--- config.mk ---
export PLATFORM = sky130hd
export DESIGN_NAME = oms_supervisor
export DESIGN_NICKNAME = d
export VERILOG_FILES = /design/src/verilog/oms_pkg.sv /design/src/verilog/oms_supervisor.sv
export VERILOG_INCLUDE_DIRS = /design/src /design/src/verilog
export SDC_FILE = /design/constraint.sdc
export NUM_CORES = 1
export LEC_CHECK = 0
export BUFFER_PORTS_ARGS = -buffer_cell sky130_fd_sc_hd__buf_2
export CORE_ASPECT_RATIO = 2
export CORE_MARGIN = 2
export CORE_UTILIZATION = 55
export CTS_CLUSTER_DIAMETER = 80
export DETAILED_ROUTE_END_ITERATION = 10
export PLACE_DENSITY = 0.72
export SKIP_LAST_GASP = 1
export SLEW_MARGIN = 20
export SYNTH_ARGS = -nofsm -noshare
export SYNTH_HDL_FRONTEND = slang
export SYNTH_SLANG_ARGS = --single-unit
--- constraint.sdc ---
create_clock -name clk -period 3.5 [get_ports clk]
set_input_delay 0.7 -clock clk [delete_from_list [all_inputs] [get_ports clk]]
set_output_delay 0.7 -clock clk [all_outputs]
set_load 0.02 [all_outputs]
--- src/verilog/oms_regs.svh ---
// constants of the operating-mode supervisor: offsets, fields, resets, timing
// assumes inclusion by bare name from the supervisor module only
// Function
// normal flag only when wake, no fail-safe, no fault
// wake is pin or either input activity
// fail-safe from supply fail or watchdog timeout
// fault is OR of protection faults, gated overvoltage
// priority sleep, then fault, then fail-safe
// direct control follows input with default settings
// target is direct input or gated on bit
// duty comes from pulse width bits 7..0
// rising wake pin or input enters normal
// host toggles watchdog bit within 310 ms
// watchdog starts on wake rise, watches first bit
// watchdog runs only with supply, enable, wake
// input idle over 250 ms drops activity
// sleep turns off channels, serial, holds defaults
// sleep after power-up before any wake
// wake pin low or fail-safe: direct control only
// host keeps wake high for slow inputs
// fail-safe entry drives indicator low, resets registers
// exit fail-safe by toggle word then second word
// exit releases indicator, resets registers again
// serial words 16 bits, msb first, falling edge
// wake resets registers, ready 50 us later
// timeouts count internal oscillator ticks
`ifndef OMS_REGS_SVH
`define OMS_REGS_SVH

`define OMS_REG_CFG 4'h0
`define OMS_REG_PW0 4'h1
`define OMS_REG_PW1 4'h2
`define OMS_REG_STATUS 4'h3

`define OMS_CFG_MSB 7
`define OMS_PW_MSB 8
`define OMS_CFG_RESET 8'h04
`define OMS_PW_RESET 9'h000
`define OMS_STAT_PAD 4'h0

`define OMS_CLK_NS 10
`define OMS_TICK_NS 1000
`define OMS_WD_TIMEOUT_MS 310
`define OMS_ACT_TIMEOUT_MS 250
`define OMS_READY_US 50
`define OMS_PWM_DIV 16

`endif

--- src/verilog/oms_pkg.sv ---
// types of the operating-mode supervisor
// assumes nothing; used by the supervisor module and the bench
package oms_pkg;

	typedef enum logic [1:0] {
		OMS_SLEEP = 2'b00,
		OMS_NORMAL = 2'b01,
		OMS_FAILSAFE = 2'b10,
		OMS_FAULT = 2'b11
	} oms_mode_t;

	typedef struct packed {
		logic sclk;
		logic csn;
		logic si;
	} oms_link_t;

	typedef struct packed {
		logic [1:0] overcurrent;
		logic [1:0] overtemperature;
		logic [1:0] short_circuit;
		logic undervoltage;
		logic overvoltage;
	} oms_faults_t;

	typedef struct packed {
		logic parallel_mode_flag;
		logic [1:0] direct_input_disable;
		logic [1:0] pwm_enable;
		logic overvoltage_fault_select;
		logic logic_supply_fail_enable;
		logic watchdog_disable;
	} oms_cfg_t;

	typedef struct packed {
		logic channel_on_bit;
		logic [7:0] duty;
	} oms_pw_t;

	typedef struct packed {
		oms_link_t link_s1;
		oms_link_t link_s2;
		logic sclk_prev;
		logic wake_s1;
		logic wake_s2;
		logic wake_prev;
		logic [1:0] din_s1;
		logic [1:0] din_s2;
		logic [1:0] din_prev;
		logic lsf_s1;
		logic lsf_s2;
		oms_faults_t flt_s1;
		oms_faults_t flt_s2;
		logic [6:0] tick_cnt;
		logic tick;
		logic [15:0] shift;
		logic [3:0] bit_cnt;
		logic word_done;
		logic word_msb;
		logic last_toggle;
		logic wd_run;
		logic [18:0] wd_cnt;
		logic wd_expired;
		logic fs_armed;
		logic [1:0][18:0] act_cnt;
		logic [1:0] input_activity;
		logic [18:0] ready_cnt;
		logic ready;
		logic [15:0] pwm_div;
		logic [7:0] pwm_cnt;
		oms_mode_t mode;
		logic failsafe_term;
		oms_cfg_t cfg;
		oms_pw_t [1:0] pw;
		logic power_on_flag;
		logic [1:0] target_on;
		logic normal_mode_flag;
		logic fsi_out;
		logic fsi_oe;
		logic fault_delatch;
		logic [15:0] rdata;
	} oms_state_t;

endpackage

--- src/verilog/oms_supervisor.sv ---
// operating-mode supervisor: mode decision, watchdog, input timeouts, channel targets
// assumes pins and the serial link are asynchronous; register port is on clk
`timescale 1ns/10ps
`include "oms_regs.svh"

module oms_supervisor #(
	parameter int TICK_CYC = `OMS_TICK_NS / `OMS_CLK_NS,
	parameter int WD_TICKS = `OMS_WD_TIMEOUT_MS * 1000000 / `OMS_TICK_NS,
	parameter int ACT_TICKS = `OMS_ACT_TIMEOUT_MS * 1000000 / `OMS_TICK_NS,
	parameter int READY_TICKS = `OMS_READY_US * 1000 / `OMS_TICK_NS,
	parameter int PWM_DIV = `OMS_PWM_DIV
) (
	input wire logic clk,
	input wire logic reset_n,
	input wire logic [3:0] reg_addr,
	input wire logic [15:0] reg_wdata,
	input wire logic reg_wr,
	input wire logic reg_rd,
	output logic [15:0] reg_rdata,
	input wire oms_pkg::oms_link_t link,
	input wire logic wake_control_pin,
	input wire logic [1:0] direct_input,
	input wire logic logic_supply_fail,
	input wire oms_pkg::oms_faults_t faults,
	output oms_pkg::oms_mode_t mode,
	output logic normal_mode_flag,
	output logic [1:0] target_on,
	output logic [1:0] input_activity,
	output logic failsafe_indicator_n_out,
	output logic failsafe_indicator_n_oe,
	output logic fault_delatch
);

	oms_pkg::oms_state_t q;
	oms_pkg::oms_state_t d;
	logic wake;
	logic fault;
	logic fs_cause;
	logic wd_active;
	logic exit_req;
	logic acc_ok;
	logic pwm_act;
	logic [1:0] direct;
	logic [1:0] spi;
	oms_pkg::oms_mode_t nm;
	logic [11:0] stat;

	always_comb begin
		d = q;
		wake = 1'b0;
		fault = 1'b0;
		fs_cause = 1'b0;
		wd_active = 1'b0;
		exit_req = 1'b0;
		acc_ok = 1'b0;
		pwm_act = 1'b0;
		direct = 2'b00;
		spi = 2'b00;
		nm = oms_pkg::OMS_SLEEP;
		stat = 12'h000;

		// input synchronisers
		d.link_s1 = link;
		d.link_s2 = q.link_s1;
		d.wake_s1 = wake_control_pin;
		d.wake_s2 = q.wake_s1;
		d.wake_prev = q.wake_s2;
		d.din_s1 = direct_input;
		d.din_s2 = q.din_s1;
		d.din_prev = q.din_s2;
		d.lsf_s1 = logic_supply_fail;
		d.lsf_s2 = q.lsf_s1;
		d.flt_s1 = faults;
		d.flt_s2 = q.flt_s1;
		d.word_done = 1'b0;
		d.fault_delatch = 1'b0;
		d.rdata = 16'h0000;

		// free-running oscillator tick
		d.tick = 1'b0;
		if (q.tick_cnt == 7'(TICK_CYC - 1)) begin
			d.tick_cnt = 7'h00;
			d.tick = 1'b1;
		end else begin
			d.tick_cnt = q.tick_cnt + 7'h01;
		end

		// direct input activity
		for (int i = 0; i < 2; i++) begin
			if (q.din_s2[i]) begin
				d.act_cnt[i] = 19'h00000;
				if (!q.din_prev[i]) begin
					d.input_activity[i] = 1'b1;
				end
			end else if (q.input_activity[i] && q.tick) begin
				if (int'(q.act_cnt[i]) >= ACT_TICKS - 1) begin
					d.input_activity[i] = 1'b0;
				end else begin
					d.act_cnt[i] = q.act_cnt[i] + 19'h00001;
				end
			end
		end

		wake = q.wake_s2 | q.input_activity[0] | q.input_activity[1];
		fault = (|q.flt_s2.overcurrent) | (|q.flt_s2.overtemperature) | (|q.flt_s2.short_circuit) |
			q.flt_s2.undervoltage | (q.flt_s2.overvoltage & q.cfg.overvoltage_fault_select);

		// serial receiver, off in sleep
		d.sclk_prev = q.link_s2.sclk;
		if (q.link_s2.csn || q.mode == oms_pkg::OMS_SLEEP) begin
			d.bit_cnt = 4'h0;
		end else if (q.sclk_prev && !q.link_s2.sclk) begin
			d.shift = {q.shift[14:0], q.link_s2.si};
			d.bit_cnt = q.bit_cnt + 4'h1;
			if (q.bit_cnt == 4'hf) begin
				d.word_done = 1'b1;
				d.word_msb = q.shift[14];
			end
		end

		// watchdog and fail-safe exit window
		wd_active = !q.lsf_s2 && !q.cfg.watchdog_disable && q.wake_s2;
		if (q.failsafe_term) begin
			d.wd_expired = 1'b0;
			d.wd_run = 1'b0;
			if (q.word_done && q.fs_armed) begin
				exit_req = 1'b1;
				d.fs_armed = 1'b0;
			end else if (q.word_done && q.word_msb) begin
				d.fs_armed = 1'b1;
				d.wd_cnt = 19'h00000;
			end else if (q.fs_armed && q.tick) begin
				if (int'(q.wd_cnt) >= WD_TICKS - 1) begin
					d.fs_armed = 1'b0;
				end else begin
					d.wd_cnt = q.wd_cnt + 19'h00001;
				end
			end
		end else if (!wd_active) begin
			d.wd_run = 1'b0;
			d.wd_cnt = 19'h00000;
		end else if (q.wake_s2 && !q.wake_prev) begin
			d.wd_run = 1'b1;
			d.wd_cnt = 19'h00000;
		end else if (q.wd_run) begin
			if (q.word_done && q.word_msb != q.last_toggle) begin
				d.wd_cnt = 19'h00000;
				d.last_toggle = q.word_msb;
			end else if (q.tick) begin
				if (int'(q.wd_cnt) >= WD_TICKS - 1) begin
					d.wd_expired = 1'b1;
					d.wd_run = 1'b0;
				end else begin
					d.wd_cnt = q.wd_cnt + 19'h00001;
				end
			end
		end

		fs_cause = (q.lsf_s2 & q.cfg.logic_supply_fail_enable) |
			(q.wd_expired & !q.cfg.watchdog_disable);
		if (fs_cause) begin
			d.failsafe_term = 1'b1;
		end else if (exit_req && !q.lsf_s2) begin
			d.failsafe_term = 1'b0;
			d.wd_run = wd_active;
			d.wd_cnt = 19'h00000;
			d.last_toggle = q.word_msb;
		end

		// mode priority
		if (!wake) begin
			nm = oms_pkg::OMS_SLEEP;
		end else if (fault) begin
			nm = oms_pkg::OMS_FAULT;
		end else if (q.failsafe_term) begin
			nm = oms_pkg::OMS_FAILSAFE;
		end else begin
			nm = oms_pkg::OMS_NORMAL;
		end
		d.mode = nm;
		d.normal_mode_flag = nm == oms_pkg::OMS_NORMAL;

		// register port
		acc_ok = q.mode != oms_pkg::OMS_SLEEP && !q.failsafe_term;
		stat = {q.target_on, q.cfg.parallel_mode_flag, q.power_on_flag, wake, q.input_activity, fault,
			q.failsafe_term, q.normal_mode_flag, q.mode};
		if (reg_wr && acc_ok) begin
			case (reg_addr)
				`OMS_REG_CFG: begin
					d.cfg = oms_pkg::oms_cfg_t'(reg_wdata[`OMS_CFG_MSB:0]);
				end
				`OMS_REG_PW0: begin
					d.pw[0] = oms_pkg::oms_pw_t'(reg_wdata[`OMS_PW_MSB:0]);
				end
				`OMS_REG_PW1: begin
					d.pw[1] = oms_pkg::oms_pw_t'(reg_wdata[`OMS_PW_MSB:0]);
				end
				default: begin
				end
			endcase
		end
		if (reg_rd) begin
			case (reg_addr)
				`OMS_REG_CFG: begin
					d.rdata = acc_ok ? {8'h00, q.cfg} : 16'h0000;
				end
				`OMS_REG_PW0: begin
					d.rdata = acc_ok ? {7'h00, q.pw[0]} : 16'h0000;
				end
				`OMS_REG_PW1: begin
					d.rdata = acc_ok ? {7'h00, q.pw[1]} : 16'h0000;
				end
				`OMS_REG_STATUS: begin
					d.rdata = {`OMS_STAT_PAD, stat};
					d.power_on_flag = 1'b0;
				end
				default: begin
					d.rdata = 16'h0000;
				end
			endcase
		end

		// register resets on mode events
		if (!q.failsafe_term && d.failsafe_term) begin
			d.cfg = oms_pkg::oms_cfg_t'(`OMS_CFG_RESET);
			d.cfg.parallel_mode_flag = q.cfg.parallel_mode_flag;
			d.pw = {2{oms_pkg::oms_pw_t'(`OMS_PW_RESET)}};
			d.fault_delatch = 1'b1;
			d.fs_armed = 1'b0;
		end else if (q.failsafe_term && !d.failsafe_term) begin
			d.cfg = oms_pkg::oms_cfg_t'(`OMS_CFG_RESET);
			d.cfg.parallel_mode_flag = q.cfg.parallel_mode_flag;
			d.pw = {2{oms_pkg::oms_pw_t'(`OMS_PW_RESET)}};
		end
		if (nm == oms_pkg::OMS_SLEEP) begin
			d.cfg = oms_pkg::oms_cfg_t'(`OMS_CFG_RESET);
			d.pw = {2{oms_pkg::oms_pw_t'(`OMS_PW_RESET)}};
			d.failsafe_term = 1'b0;
			d.fs_armed = 1'b0;
			d.wd_expired = 1'b0;
			d.ready = 1'b0;
			d.ready_cnt = 19'h00000;
		end else if (q.mode == oms_pkg::OMS_SLEEP) begin
			d.cfg = oms_pkg::oms_cfg_t'(`OMS_CFG_RESET);
			d.pw = {2{oms_pkg::oms_pw_t'(`OMS_PW_RESET)}};
		end else if (!q.ready && q.tick) begin
			if (int'(q.ready_cnt) >= READY_TICKS - 1) begin
				d.ready = 1'b1;
			end else begin
				d.ready_cnt = q.ready_cnt + 19'h00001;
			end
		end

		// pwm phase
		if (q.pwm_div == 16'(PWM_DIV - 1)) begin
			d.pwm_div = 16'h0000;
			d.pwm_cnt = q.pwm_cnt + 8'h01;
		end else begin
			d.pwm_div = q.pwm_div + 16'h0001;
		end

		// channel targets
		for (int i = 0; i < 2; i++) begin
			pwm_act = q.pwm_cnt <= q.pw[i].duty;
			direct[i] = q.din_s2[i] & !q.cfg.direct_input_disable[i];
			spi[i] = q.pw[i].channel_on_bit & (!q.cfg.pwm_enable[i] | pwm_act);
			if (!q.ready || nm == oms_pkg::OMS_SLEEP || nm == oms_pkg::OMS_FAULT) begin
				d.target_on[i] = 1'b0;
			end else if (nm == oms_pkg::OMS_FAILSAFE || !q.wake_s2) begin
				d.target_on[i] = q.din_s2[i];
			end else begin
				d.target_on[i] = direct[i] | spi[i];
			end
		end

		// indicator follows the registered term, in step with mode
		d.fsi_oe = q.failsafe_term;
		d.fsi_out = !q.failsafe_term;
	end

	always_ff @(posedge clk or negedge reset_n) begin
		if (!reset_n) begin
			q <= '0;
			q.cfg <= `OMS_CFG_RESET;
			q.power_on_flag <= 1'b1;
			q.fsi_out <= 1'b1;
		end else begin
			q <= d;
		end
	end

	assign reg_rdata = q.rdata;
	assign mode = q.mode;
	assign normal_mode_flag = q.normal_mode_flag;
	assign target_on = q.target_on;
	assign input_activity = q.input_activity;
	assign failsafe_indicator_n_out = q.fsi_out;
	assign failsafe_indicator_n_oe = q.fsi_oe;
	assign fault_delatch = q.fault_delatch;

endmodule

# Word-level counts from Yosys, hierarchy flattened
# Cells that the tools add are included.
[totals]
in_bits = 39
reg_bits = 222
output_inout_bits = 26
elab_cells = 271
[op_classes]
magnitude_cmp = 6
n_bitwise = 19
mux = 81
reduce_logical = 74
n_eq_ne = 20
add_sub_neg = 8
[op_table]
columns = ["op", "n"]
rows = [
  ["2-to-1 mux 19 bit", 12],
  ["2-to-1 mux 26 bit", 5],
  ["2-to-1 mux 20 bit", 5],
  ["2-to-1 mux 21 bit", 4],
  ["adder 19 x 1 -> 19 bit, second input constant", 4],
  ["one-hot mux 12 bit (4 select lines)", 1],
  ["greater-or-equal comparator 19 x 18 -> 1 bit, second input constant", 2],
  ["2-to-1 mux 1 bit", 36],
  ["2-to-1 mux 9 bit", 4],
  ["nonzero test 5 bit", 6],
  ["2-to-1 mux 22 bit", 1],
  ["nonzero test 3 bit", 7],
  ["greater-or-equal comparator 19 bit, second input constant", 1],
  ["greater-or-equal comparator 19 x 6 -> 1 bit, second input constant", 1],
  ["AND reduction 3 bit", 6],
  ["adder 16 x 1 -> 16 bit, second input constant", 1],
  ["equality test 16 x 4 -> 1 bit, second input constant", 1],
  ["<= comparator 8 bit", 2],
  ["logical AND 1 bit", 16],
  ["2-to-1 mux 16 bit", 1],
  ["2-to-1 mux 8 bit", 2],
  ["nonzero test 2 bit", 8],
  ["AND reduction 2 bit", 7],
  ["logical NOT 1 bit", 12],
  ["27 further kinds", 63],
]

# Logic depth before layout (Yosys ltp)
# Gate-level depths: netlist (run 1).
[depth]
word_depth = 12
depth_mapped = 14
mapped_depth_nobuf = 12

# Worst setup path before layout (run 1)
# No wires, ideal clock.
[synth_timing]
path_type = "register to register"
start = "register q (netlist bit d[17])"
end = "register q[25] (netlist name)"
path_stages_with_launch = 15
arrival_ns = 2.702
required_time_ns = 3.369
setup_ns = 0.131
slack_ns = 0.667
path_buffers = 3
cell_sequence = "dfrtp_1 > clkbuf_1 > nand3_1 > clkbuf_1 > a21oi_1 > nor2_1 > nor2_1 > inv_1 > ha_1 > nor4_1 > a21boi_0 > a21oi_1 > clkbuf_1 > nand2_1 > o21ai_0"
[synth_via]
elab_chain_cells = 10
elab_cells_between_ends = 21
[synth_rtl]
columns = ["element", "line_no", "source"]
rows = [
  ["from (decl)", "oms_supervisor.sv:34", "oms_pkg::oms_state_t q;"],
  ["2-to-1 mux 1 bit", "oms_supervisor.sv:123", "if (q.failsafe_term) begin"],
  ["logical AND 1 bit", "oms_supervisor.sv:163", "end else if (exit_req && !q.lsf_s2) begin"],
  ["2-to-1 mux 1 bit", "oms_supervisor.sv:163", ""],
  ["2-to-1 mux 1 bit", "oms_supervisor.sv:161", "if (fs_cause) begin"],
  ["logical NOT 1 bit", "oms_supervisor.sv:230", "end else if (q.failsafe_term && !d.failsafe_term) begin"],
  ["logical AND 1 bit", "oms_supervisor.sv:230", ""],
  ["2-to-1 mux 26 bit", "oms_supervisor.sv:230", ""],
  ["2-to-1 mux 26 bit", "oms_supervisor.sv:224", "if (!q.failsafe_term && d.failsafe_term) begin"],
  ["2-to-1 mux 26 bit", "oms_supervisor.sv:243", "end else if (q.mode == oms_pkg::OMS_SLEEP) begin"],
  ["2-to-1 mux 26 bit", "oms_supervisor.sv:235", "if (nm == oms_pkg::OMS_SLEEP) begin"],
]
# Several ways; a longest one is shown, not always the timed one. The select of a mux whose other input is x is not followed.
# A chain may end at the register's enable or synchronous reset.

# Final worst setup path (run 1)
[layout_timing]
start = "register q[136] (netlist name)"
end = "register q[40] (netlist name)"
[layout_via]
elab_chain_cells = 12
elab_cells_between_ends = 16
[layout_rtl]
columns = ["element", "line_no", "source"]
rows = [
  ["logical AND 1 bit (*)", "oms_supervisor.sv:126", "if (q.word_done && q.fs_armed) begin"],
  ["2-to-1 mux 1 bit (*)", "oms_supervisor.sv:126", ""],
  ["2-to-1 mux 1 bit (*)", "oms_supervisor.sv:123", ""],
  ["logical AND 1 bit (*)", "oms_supervisor.sv:163", ""],
  ["2-to-1 mux 1 bit (*)", "oms_supervisor.sv:163", ""],
  ["2-to-1 mux 1 bit (*)", "oms_supervisor.sv:161", ""],
  ["logical NOT 1 bit", "oms_supervisor.sv:230", ""],
  ["logical AND 1 bit", "oms_supervisor.sv:230", ""],
  ["2-to-1 mux 26 bit", "oms_supervisor.sv:230", ""],
  ["2-to-1 mux 26 bit", "oms_supervisor.sv:224", ""],
  ["2-to-1 mux 26 bit", "oms_supervisor.sv:243", ""],
  ["2-to-1 mux 26 bit", "oms_supervisor.sv:235", ""],
]
# Every way passes the cells marked *; elsewhere a longest branch is shown, timed or not. The select of a mux whose other input is x is not followed.

==> results.cfg, run 1 <==
[grt]
antenna_found_initial = 1
grt_pass1_wl_um = 39300
grt_pass1_vias = 7891
grt_usage = 0.248
overflow = 0
grt_max_degree = 81

[final_layout]
drive_gt1_frac = 0.143
final_cell_mix = dfrtp_1 (215), nor2_1 (113), nand2_1 (76)
seqCellArea_um2 = 5460
syn_to_final_growth_pct = 10.8
layout.nets = 1127
final_util = 0.618
layout_commonest_cell = dfrtp_1
fill_cells = 1582
fin_cells = 1294
multi_input_area_um2 = 4520

[critical_path]
critPathMaxFanout = 16
critPathBufInv = 2
crit_required_ns = 3.88
arrival_ns = 3.23
worstSetupPathType = flop to flop
slowest_stage = dfrtp_1
critPathCaptureType = flop
start_kind = flop
critPathMaxStageDelay_ns = 0.56
crit_chain = nand3_1 > a21oi_1 > nor2_1 > nor2_1 > inv_1 > ha_1 > nor4_2 > a21boi_0 > a21oi_1 > buf_4 > mux2_2
critPathTopFamily = simple AND/OR/NAND/NOR gates

[sta]
fin_tns_setup_ns = 0
timing.hold.ws_ns = 0.188
finalHoldViolations = 0
setup_violations = 0
worst-slew-pin-transition_ns = 0.794
fmax_mhz = 351
finClkSkew_ns = 0.0155
fin_crit_sh = 0.813
slew_headroom = 0.466
rsz0062_at_grt = false
slew_violations = 0
period_needed_ns = 2.85

[pwr]
leakage_uw = 0.00527
intPower_uw = 4570
p_per_area_nw_per_um2 = 556
swShare = 0.288
irDropWorstVdd_mv = 0.561
p_comb_frac = 0.190
p_sw_uw = 1850
design_power_total_uw = 6420
seqPwrFrac = 0.452
clkPwrFrac = 0.358

[clock_tree]
cts-resized-gates = 0
cts-root-buf = clkbuf_16
clk_pin_slew_ns = 0.07
cts_tree = done
cts-htree-levels = 1
ctsLongestPathBuffers = 3
cts_buffers = 20
hold_buffers = 0
cts.sinks = 218
clk_latency_ns = 0.50
post-cts-setup-buffers = 0

[floorplanning]
die_w_um = 101
fp.dieH_um = 199
coreArea_um2 = 18700
ioPinCount = 65
initial_utilization = 0.558
die_area_um2 = 20100
row_count = 71

[synth]
synth_top_family_by_area = simple AND/OR/NAND/NOR gates
synth_xor_area_frac = 0.0614
netlist_area_um2 = 10400
async_flop_share = 1.00
synth.area.mux_share = 0.0370
synth_edf_count = 0
synth.distinct_cells = 70
synth_warnings = 0
synth-compound-area-share = 0.104
synth-simple-area-share = 0.195
synthCells = 1021
synth_adder_area_share = 0.0337
ys.flop_type = dfrtp_1
postSynthAreaPerCell_um2 = 10.2
ys_seq_area_frac = 0.525
ys_seq_elements = 218

[placed_design]
placed_cells = 1257
place_hpwl_um = 17200
place.gp.congestion = 1.06
io_buffer_count = 53

[detailed_routing]
antenna_left = 0
drc = 0
vias_per_cell = 5.96
drt_wl_total_um = 24000
drt-initial-drc-count = 420
via_count = 7712
wl_per_cell_um = 18.5
dr.pass1.iters = 5

[hold_path]
hold_path.class = primary input to asynchronous set/reset pin

[status]
status = finished, final reports clean

[run]
cap_violations = 0
final cells by class:
type,instances,share of cell area
inverter,37,0.0120
clock buffer,27,0.0519
antenna,1,0.000217
multi-input combinational,711,0.392
clock inverter,9,0.00879
tap,219,0.0238
timing repair buffer,72,0.0384
sequential,218,0.473
per-layer routing:
metal,vias up,track usage,wire [µm]
met5,-,0,0
met4,0,0.135,1260
met3,84,0.0369,936
met2,195,0.455,13200
met1,3790,0.268,8640
li1,3643,-,-
worst reg2reg max path: cells and delay by family (launching register included):
kind | cells | cell delay, ns
AOI/OAI and AO/OA | 3 | 0.62
adders and majority gates | 1 | 0.25
DFF | 1 | 0.56
and+or+nand+nor | 4 | 0.74
muxes | 1 | 0.28
buffers and inverters | 2 | 0.28
synth_stat cells, types with 4 or more instances:
cell type  instances  area, µm²
dfrtp_1          215       5380
nor2_1           113        424
nand2_1           76        285
a21oi_1           55        275
xor2_1            43        377
nand3_1           40        200
o21ai_0           40        200
inv_1             37        139
nand4_1           32        200
clkbuf_1          31        116
xnor2_1           30        263
ha_1              28        350
mux2_2            28        315
and2_1            26        163
and3_1            25        156
nor3_1            23        115
buf_4             22        165
a31oi_1           17        106
nor4_1            14       87.6
nor2b_1           13       81.3
and4_1            11       96.3
a22oi_1            9       67.6
mux2i_1            7       70.1
nand2b_1           7       43.8
a211oi_1           4       30.0
o21ai_1            4       20.0
or3_1              4       25.0
final timing paths:
kind / depth (start not counted) / from / endpoint / slack [ns]
max reg2reg: 11 / q[136] / q[40] / 0.65
min reg2reg: 0 / d[191] / q[191] / 0.34
max: 11 / q[136] / q[40] / 0.65
min in group clk: 1 / logic_supply_fail / d[205] / 0.31
min: 1 / reset_n / q[106] / 0.19
max in group asynchronous: 2 / reset_n / q[22] / 2.49
sequential cells by signal (all words and copies together), names as in the netlist:
signal and count:
mode 2, input_activity 2, d 20, q 176, failsafe_indicator_n_out 1, target_on 2
normal_mode_flag 1, failsafe_indicator_n_oe 1, fault_delatch 1, reg_rdata 12
metrics by stage:
step / instance area, µm² / setup slack (ns)
CTS: 11500 / 0.512
finish: 11500 / 0.653
global route: 11500 / 0.413
floorplan: 10400 / 0.667
detailed placement: 10800 / 0.536
global placement: 10800 / 0.557
cell families after synthesis:
| group | count (synthesis) |
|---|---|
| compound gates | 172 |
| xor+xnor | 73 |
| simple gates | 399 |
| other cells | 1 |
| mux | 35 |
| fa+ha+maj | 28 |
| buf+inv | 95 |
| flops | 218 |
power groups by stage:
| stage | Combinational, µW | Clock (µW) | Sequential (µW) |
|---|---|---|---|
| 2_1_floorplan | 815 | 0 | 2900 |
| 3_3_place_gp | 1160 | 0 | 2940 |
| 3_5_place_dp | 1190 | 0 | 2950 |
| 4_1_cts | 1200 | 2350 | 2900 |
| 5_1_grt | 1370 | 2450 | 2930 |
| 6_report | 1220 | 2300 | 2900 |
Power figures use the tool's default switching activity.
==> inputs of run 2 (changes only) <==
ABC_AREA = 1   (was not set)
clock period = 2.7 ns   (was 3.5 ns; I/O delays follow)
==> run 2 against run 1 <==
Effect of this change: final cell count up 41%; register-to-register slack worse by 0.18 ns; wire length up 16%; flip-flop and latch count unchanged; clock power up 38%; sequential power up 29%; sequential share of layout area down 5.2 points; non-clock buffer count up 3; combinational power down 32%; worst setup slack worse by 0.18 ns; highest routed layer unchanged.
==> results.cfg, run 2 <==
[status]
status = finished, final reports clean

[detailed_routing]
dr.pass1.iters = 5
drt-initial-drc-count = 616
antenna_left = 0
vias_per_cell = 5.47
via_count = 9985
wl_per_cell_um = 15.2
drc = 0
drt_wl_total_um = 27700

[final_layout]
layout_commonest_cell = nand2_1
fill_cells = 1916
drive_gt1_frac = 0.104
largest_reg_flops = 176
diodes = 0
regMostFlops = q
layout.nets = 1611
final_cell_mix = nand2_1 (376), dfrtp_1 (215), inv_1 (177)
syn_to_final_growth_pct = 9.74

[sta]
finalHoldViolations = 0
worst-slew-pin-transition_ns = 0.760
rsz0062_at_grt = false
fin_tns_setup_ns = 0
setup_violations = 0
fin_crit_sh = 0.826
fmax_mhz = 448
finClkSkew_ns = 0.0158
slew_headroom = 0.493
slew_violations = 0
period_needed_ns = 2.23

[synth]
synthCells = 1509
async_flop_share = 1.00
ys_seq_area_frac = 0.462
synth_warnings = 0
synth_edf_count = 0
yosys.area.top_type_share = 0.455
ys_seq_elements = 218
netlist_top_cells_area = dfrtp_1 (46%), nand2_1 (12%), nand3_1 (6.4%)
yosys-top-cells-count = nand2_1 (376), dfrtp_1 (215), inv_1 (177)
postSynthAreaPerCell_um2 = 7.83
yosysMostFrequentCell = nand2_1
synth_area_leader_cell = dfrtp_1
ys.flop_type = dfrtp_1
netlist_area_um2 = 11800
synth.distinct_cells = 45

[pwr]
p_per_area_nw_per_um2 = 598
design_power_total_uw = 7750
irDropWorstVdd_mv = 0.671
leakage_uw = 0.00637

[grt]
overflow = 0
antenna_found_initial = 0
grt_pass1_wl_um = 45900
grt_pass1_vias = 9995
grt_max_degree = 82
grt_usage = 0.250

[clock_tree]
ctsLongestPathBuffers = 3
hold_buffers = 1
clk_pin_slew_ns = 0.07
cts_buffers = 22
post-cts-setup-buffers = 0
cts_tree = done
cts-resized-gates = 0
cts.sinks = 218
cts-root-buf = clkbuf_16
cts-htree-levels = 1
clk_latency_ns = 0.52

[floorplanning]
ioPinCount = 65
die_w_um = 108
initial_utilization = 0.562
fp.dieH_um = 211
die_area_um2 = 22700
row_count = 75
coreArea_um2 = 21000

[critical_path]
crit_required_ns = 3.12
critPathCaptureType = flop
worstSetupPathType = flop to flop
critPathMaxFanout = 25
start_kind = flop
arrival_ns = 2.65

[run]
cap_violations = 0

[placed_design]
place_hpwl_um = 19900
place.gp.congestion = 0.946
io_buffer_count = 53

[hold_path]
hold_path.class = primary input to flop
[run 2: cell count changes in the layout (fill, tap and decap cells not counted), sizes merged, moves of 15 or more]
cell   delta
inv     +154
xnor2    -22
and2     -26
and3     -21
a21oi    +15
nand2   +305
nor2     +43
nand3   +111
nor3     +15
[run 2: kinds of logic (layout without fill, tap and decap cells)]
group,Yosys count,count (layout),share of synthesized area
adder cells (fa/ha/maj),28,28,0.0297
other,1,4,0.000317
multiplexers,15,15,0.0143
XOR/XNOR,48,48,0.0356
AND/OR/NAND/NOR,784,784,0.290
buffers and inverters,261,307,0.0967
AO/OA/AOI/OAI,154,154,0.0714
flip-flops,218,218,0.462
[run 2: power by group]
group | leakage (µW) | internal [µW] | switching (µW)
Clock | 0.000365 | 1850 | 1320
Sequential | 0.00284 | 3560 | 195
Combinational | 0.00316 | 317 | 508
[run 2: cell type report]
cell class	instances	area [µm²]	area share
inverters	194	728	0.0562
repair buffers	75	468	0.0361
clock buffers	25	582	0.0449
flip-flops and latches	218	5460	0.421
well taps	269	337	0.0260
multi-input cells	1033	5220	0.403
clock inverters	13	168	0.0129
[run 2: critical path, cell delays in order, from the launching register on]
cell	delay, ns
dfrtp_1	0.49
nand2_1	0.18
inv_2	0.06
nor2_1	0.09
nand2_1	0.10
nand2_2	0.07
nand2_1	0.08
nor2_4	0.45
nand2_1	0.15
nand2_1	0.11
nand3_1	0.07
nand2_1	0.10
nand3_1	0.06
nand2_1	0.06
inv_1	0.04
[run 2: worst paths after layout]
check	from	endpoint	slack [ns]	cells past startpoint
max	q[146]	q[146]	0.47	14
min	faults[1]	d[190]	0.12	1
max reg2reg	q[146]	q[146]	0.47	14
min reg2reg	d[217]	q[217]	0.34	0
max in group asynchronous	reset_n	q[43]	1.41	3
min in group asynchronous	reset_n	q[145]	0.48	2
[run 2: layer usage]
| layer | vias up | wire length [µm] | track usage |
|---|---|---|---|
| met1 | 4746 | 10600 | 0.274 |
| met2 | 245 | 14900 | 0.469 |
| met5 | - | 0 | 0 |
| met3 | 86 | 1080 | 0.0305 |
| met4 | 0 | 1080 | 0.113 |
| li1 | 4908 | - | - |
[run 2: stage by stage]
step	setup WS, ns	hold slack [ns]	std cells	util	instance area, µm²
floorplan	0.560	0.244	1512	-	11800
global placement	0.537	0.332	1788	0.581	12200
detailed placement	0.497	0.335	1788	0.581	12200
CTS	0.476	0.0988	1827	0.617	13000
global route	0.213	0.0939	1827	0.617	13000
finish	0.470	0.118	1827	0.617	13000
==> inputs of run 3 (changes only) <==
clock period = 2.18 ns   (was 2.7 ns; I/O delays follow)
==> run 3 against run 2 <==
Effect of this change: clock skew rose by 0.012 ns; clock power rose by 18%; power rose by 22%; global-route usage rose by 0.24 points; fmax rose by 8.2%; sequential share of layout area fell by 1.1 points; via count rose by 1.1%; critical path type unchanged; critical endpoint is now q[46]; highest routed layer unchanged.
==> results.cfg, run 3 (synthesis gave the netlist of run 2 again) <==
[placed_design]
place_area_um2 = 12400
place_ws_ns = 0.102
placed_cells = 1817
place_hpwl_um = 20400
place.gp.congestion = 0.935
io_buffer_count = 53

[detailed_routing]
drc = 0
antenna_left = 0
drt_wl_total_um = 27900
drt-initial-drc-count = 445
dr.pass1.iters = 6
wl_per_cell_um = 14.9
vias_per_cell = 5.40
via_count = 10096

[final_layout]
design_area_um2 = 13300
diodes = 0
layout.nets = 1651
largest_reg_flops = 176
fin_cells = 1868
syn_to_final_growth_pct = 12.9
fill_cells = 1866
layout_commonest_cell = nand2_1
drive_gt1_frac = 0.126
final_cell_mix = nand2_1 (376), dfrtp_1 (213), inv_1 (177)
regMostFlops = q

[critical_path]
critPathMaxFanout = 6
start_kind = flop
crit_chain = nand2_1 > nor2_2 > nand2_1 > nand2_1 > nand2_1 > inv_1 > ha_2 > nor3_4 > inv_2 > nor2_4 > a21oi_4 > clkinvlp_4 > nand2_1 > o21ai_0
critPathCaptureType = flop
arrival_ns = 2.47
crit_required_ns = 2.59
critPathMaxStageDelay_ns = 0.43
critPathTopFamily = simple AND/OR/NAND/NOR gates
ff2ff_setup_slack_ns = 0.12
cpMostUsedCell = nand2_1
ff2ff_path_depth = 14
critPathBufInv = 3
reg2reg_to = q[46]
reg2reg_from = q[160]
slowest_stage = dfrtp_1
worstSetupPathType = flop to flop

[hold_path]
hold_start = faults[2]
hold_path.class = primary input to flop
hold_end = d[191]
min_path_cells = 1

[grt]
grt_pass1_wl_um = 46200
grt_pass1_vias = 10021
overflow = 0
grt_max_degree = 61
antenna_found_initial = 0
grt_usage = 0.252

[sta]
fmax_mhz = 485
slew_violations = 0
slew_headroom = 0.592
finClkSkew_ns = 0.0275
period_needed_ns = 2.06
rsz0062_at_grt = true
worst-slew-pin-transition_ns = 0.609
setup_violations = 0
worst_slack_ns = 0.118
fin_crit_sh = 0.946
finalHoldViolations = 0

[pwr]
leakage_uw = 0.00651
irDropWorstVdd_mv = 0.835
p_per_area_nw_per_um2 = 709

[clock_tree]
cts.sinks = 218
cts-root-buf = clkbuf_16
clk_latency_ns = 0.52
ctsLongestPathBuffers = 3
cts_buffers = 21
clk_pin_slew_ns = 0.07
cts-htree-levels = 1
cts_tree = done

[floorplanning]
die_w_um = 108
ioPinCount = 65
fp.dieH_um = 211
die_area_um2 = 22700
coreArea_um2 = 21000
row_count = 75
initial_utilization = 0.562

[run]
cap_violations = 0

[status]
status = finished, final reports clean
-- run 3: timing repair --
item                                    in CTS  in global routing
hold endpoints to repair                    62                  0
endpoints found under the setup margin       0                 48
gates resized for setup                      0                 14
setup buffers                                0                  1
hold buffers                                11                  0
-- run 3: cell type report --
class	instances	area [µm²]	share of cell area
inverter	194	728	0.0546
timing repair buffer	115	806	0.0604
clock inverter	12	134	0.0100
clock buffer	26	584	0.0438
multi-input combinational	1033	5270	0.396
sequential	218	5460	0.410
tap	269	337	0.0252
timing repair inverter	1	7.51	0.000563
-- run 3: worst max-delay path by stage --
stage              to  slack, ns    from  cells past startpoint
2_1_floorplan   q[44]       0.04   d[17]                     13
3_3_place_gp    q[99]       0.17   q[98]                      9
3_5_place_dp    q[46]       0.10  q[160]                     12
4_1_cts         q[46]       0.10  q[160]                     12
5_1_grt        q[140]     -0.004  q[152]                     13
6_report        q[46]       0.12  q[160]                     14
-- run 3: metal layers --
| metal | wire (µm) | vias up | track usage | share of wire |
|---|---|---|---|---|
| met3 | 1240 | 80 | 0.0346 | 0.044 |
| li1 | - | 4998 | - | - |
| met2 | 15200 | 257 | 0.478 | 0.54 |
| met1 | 10400 | 4761 | 0.272 | 0.37 |
| met4 | 1120 | 0 | 0.111 | 0.040 |
| met5 | 0 | - | 0 | 0 |
-- run 3: report_power, final --
| part | switching (µW) | internal [µW] |
|---|---|---|
| Sequential | 238 | 4410 |
| Combinational | 633 | 419 |
| Clock | 1590 | 2170 |
| Total | 2460 | 6990 |
-- run 3: metrics by stage --
stage,hold slack (ns),power [µW],TNS [ns],util
2_1_floorplan,0.140,5340,0,-
3_3_place_gp,0.333,5700,0,0.592
3_5_place_dp,0.335,5750,0,0.592
4_1_cts,0.00426,9550,0,0.631
5_1_grt,0.00588,9930,-0.00975,0.634
6_report,0.0202,9450,0,0.634
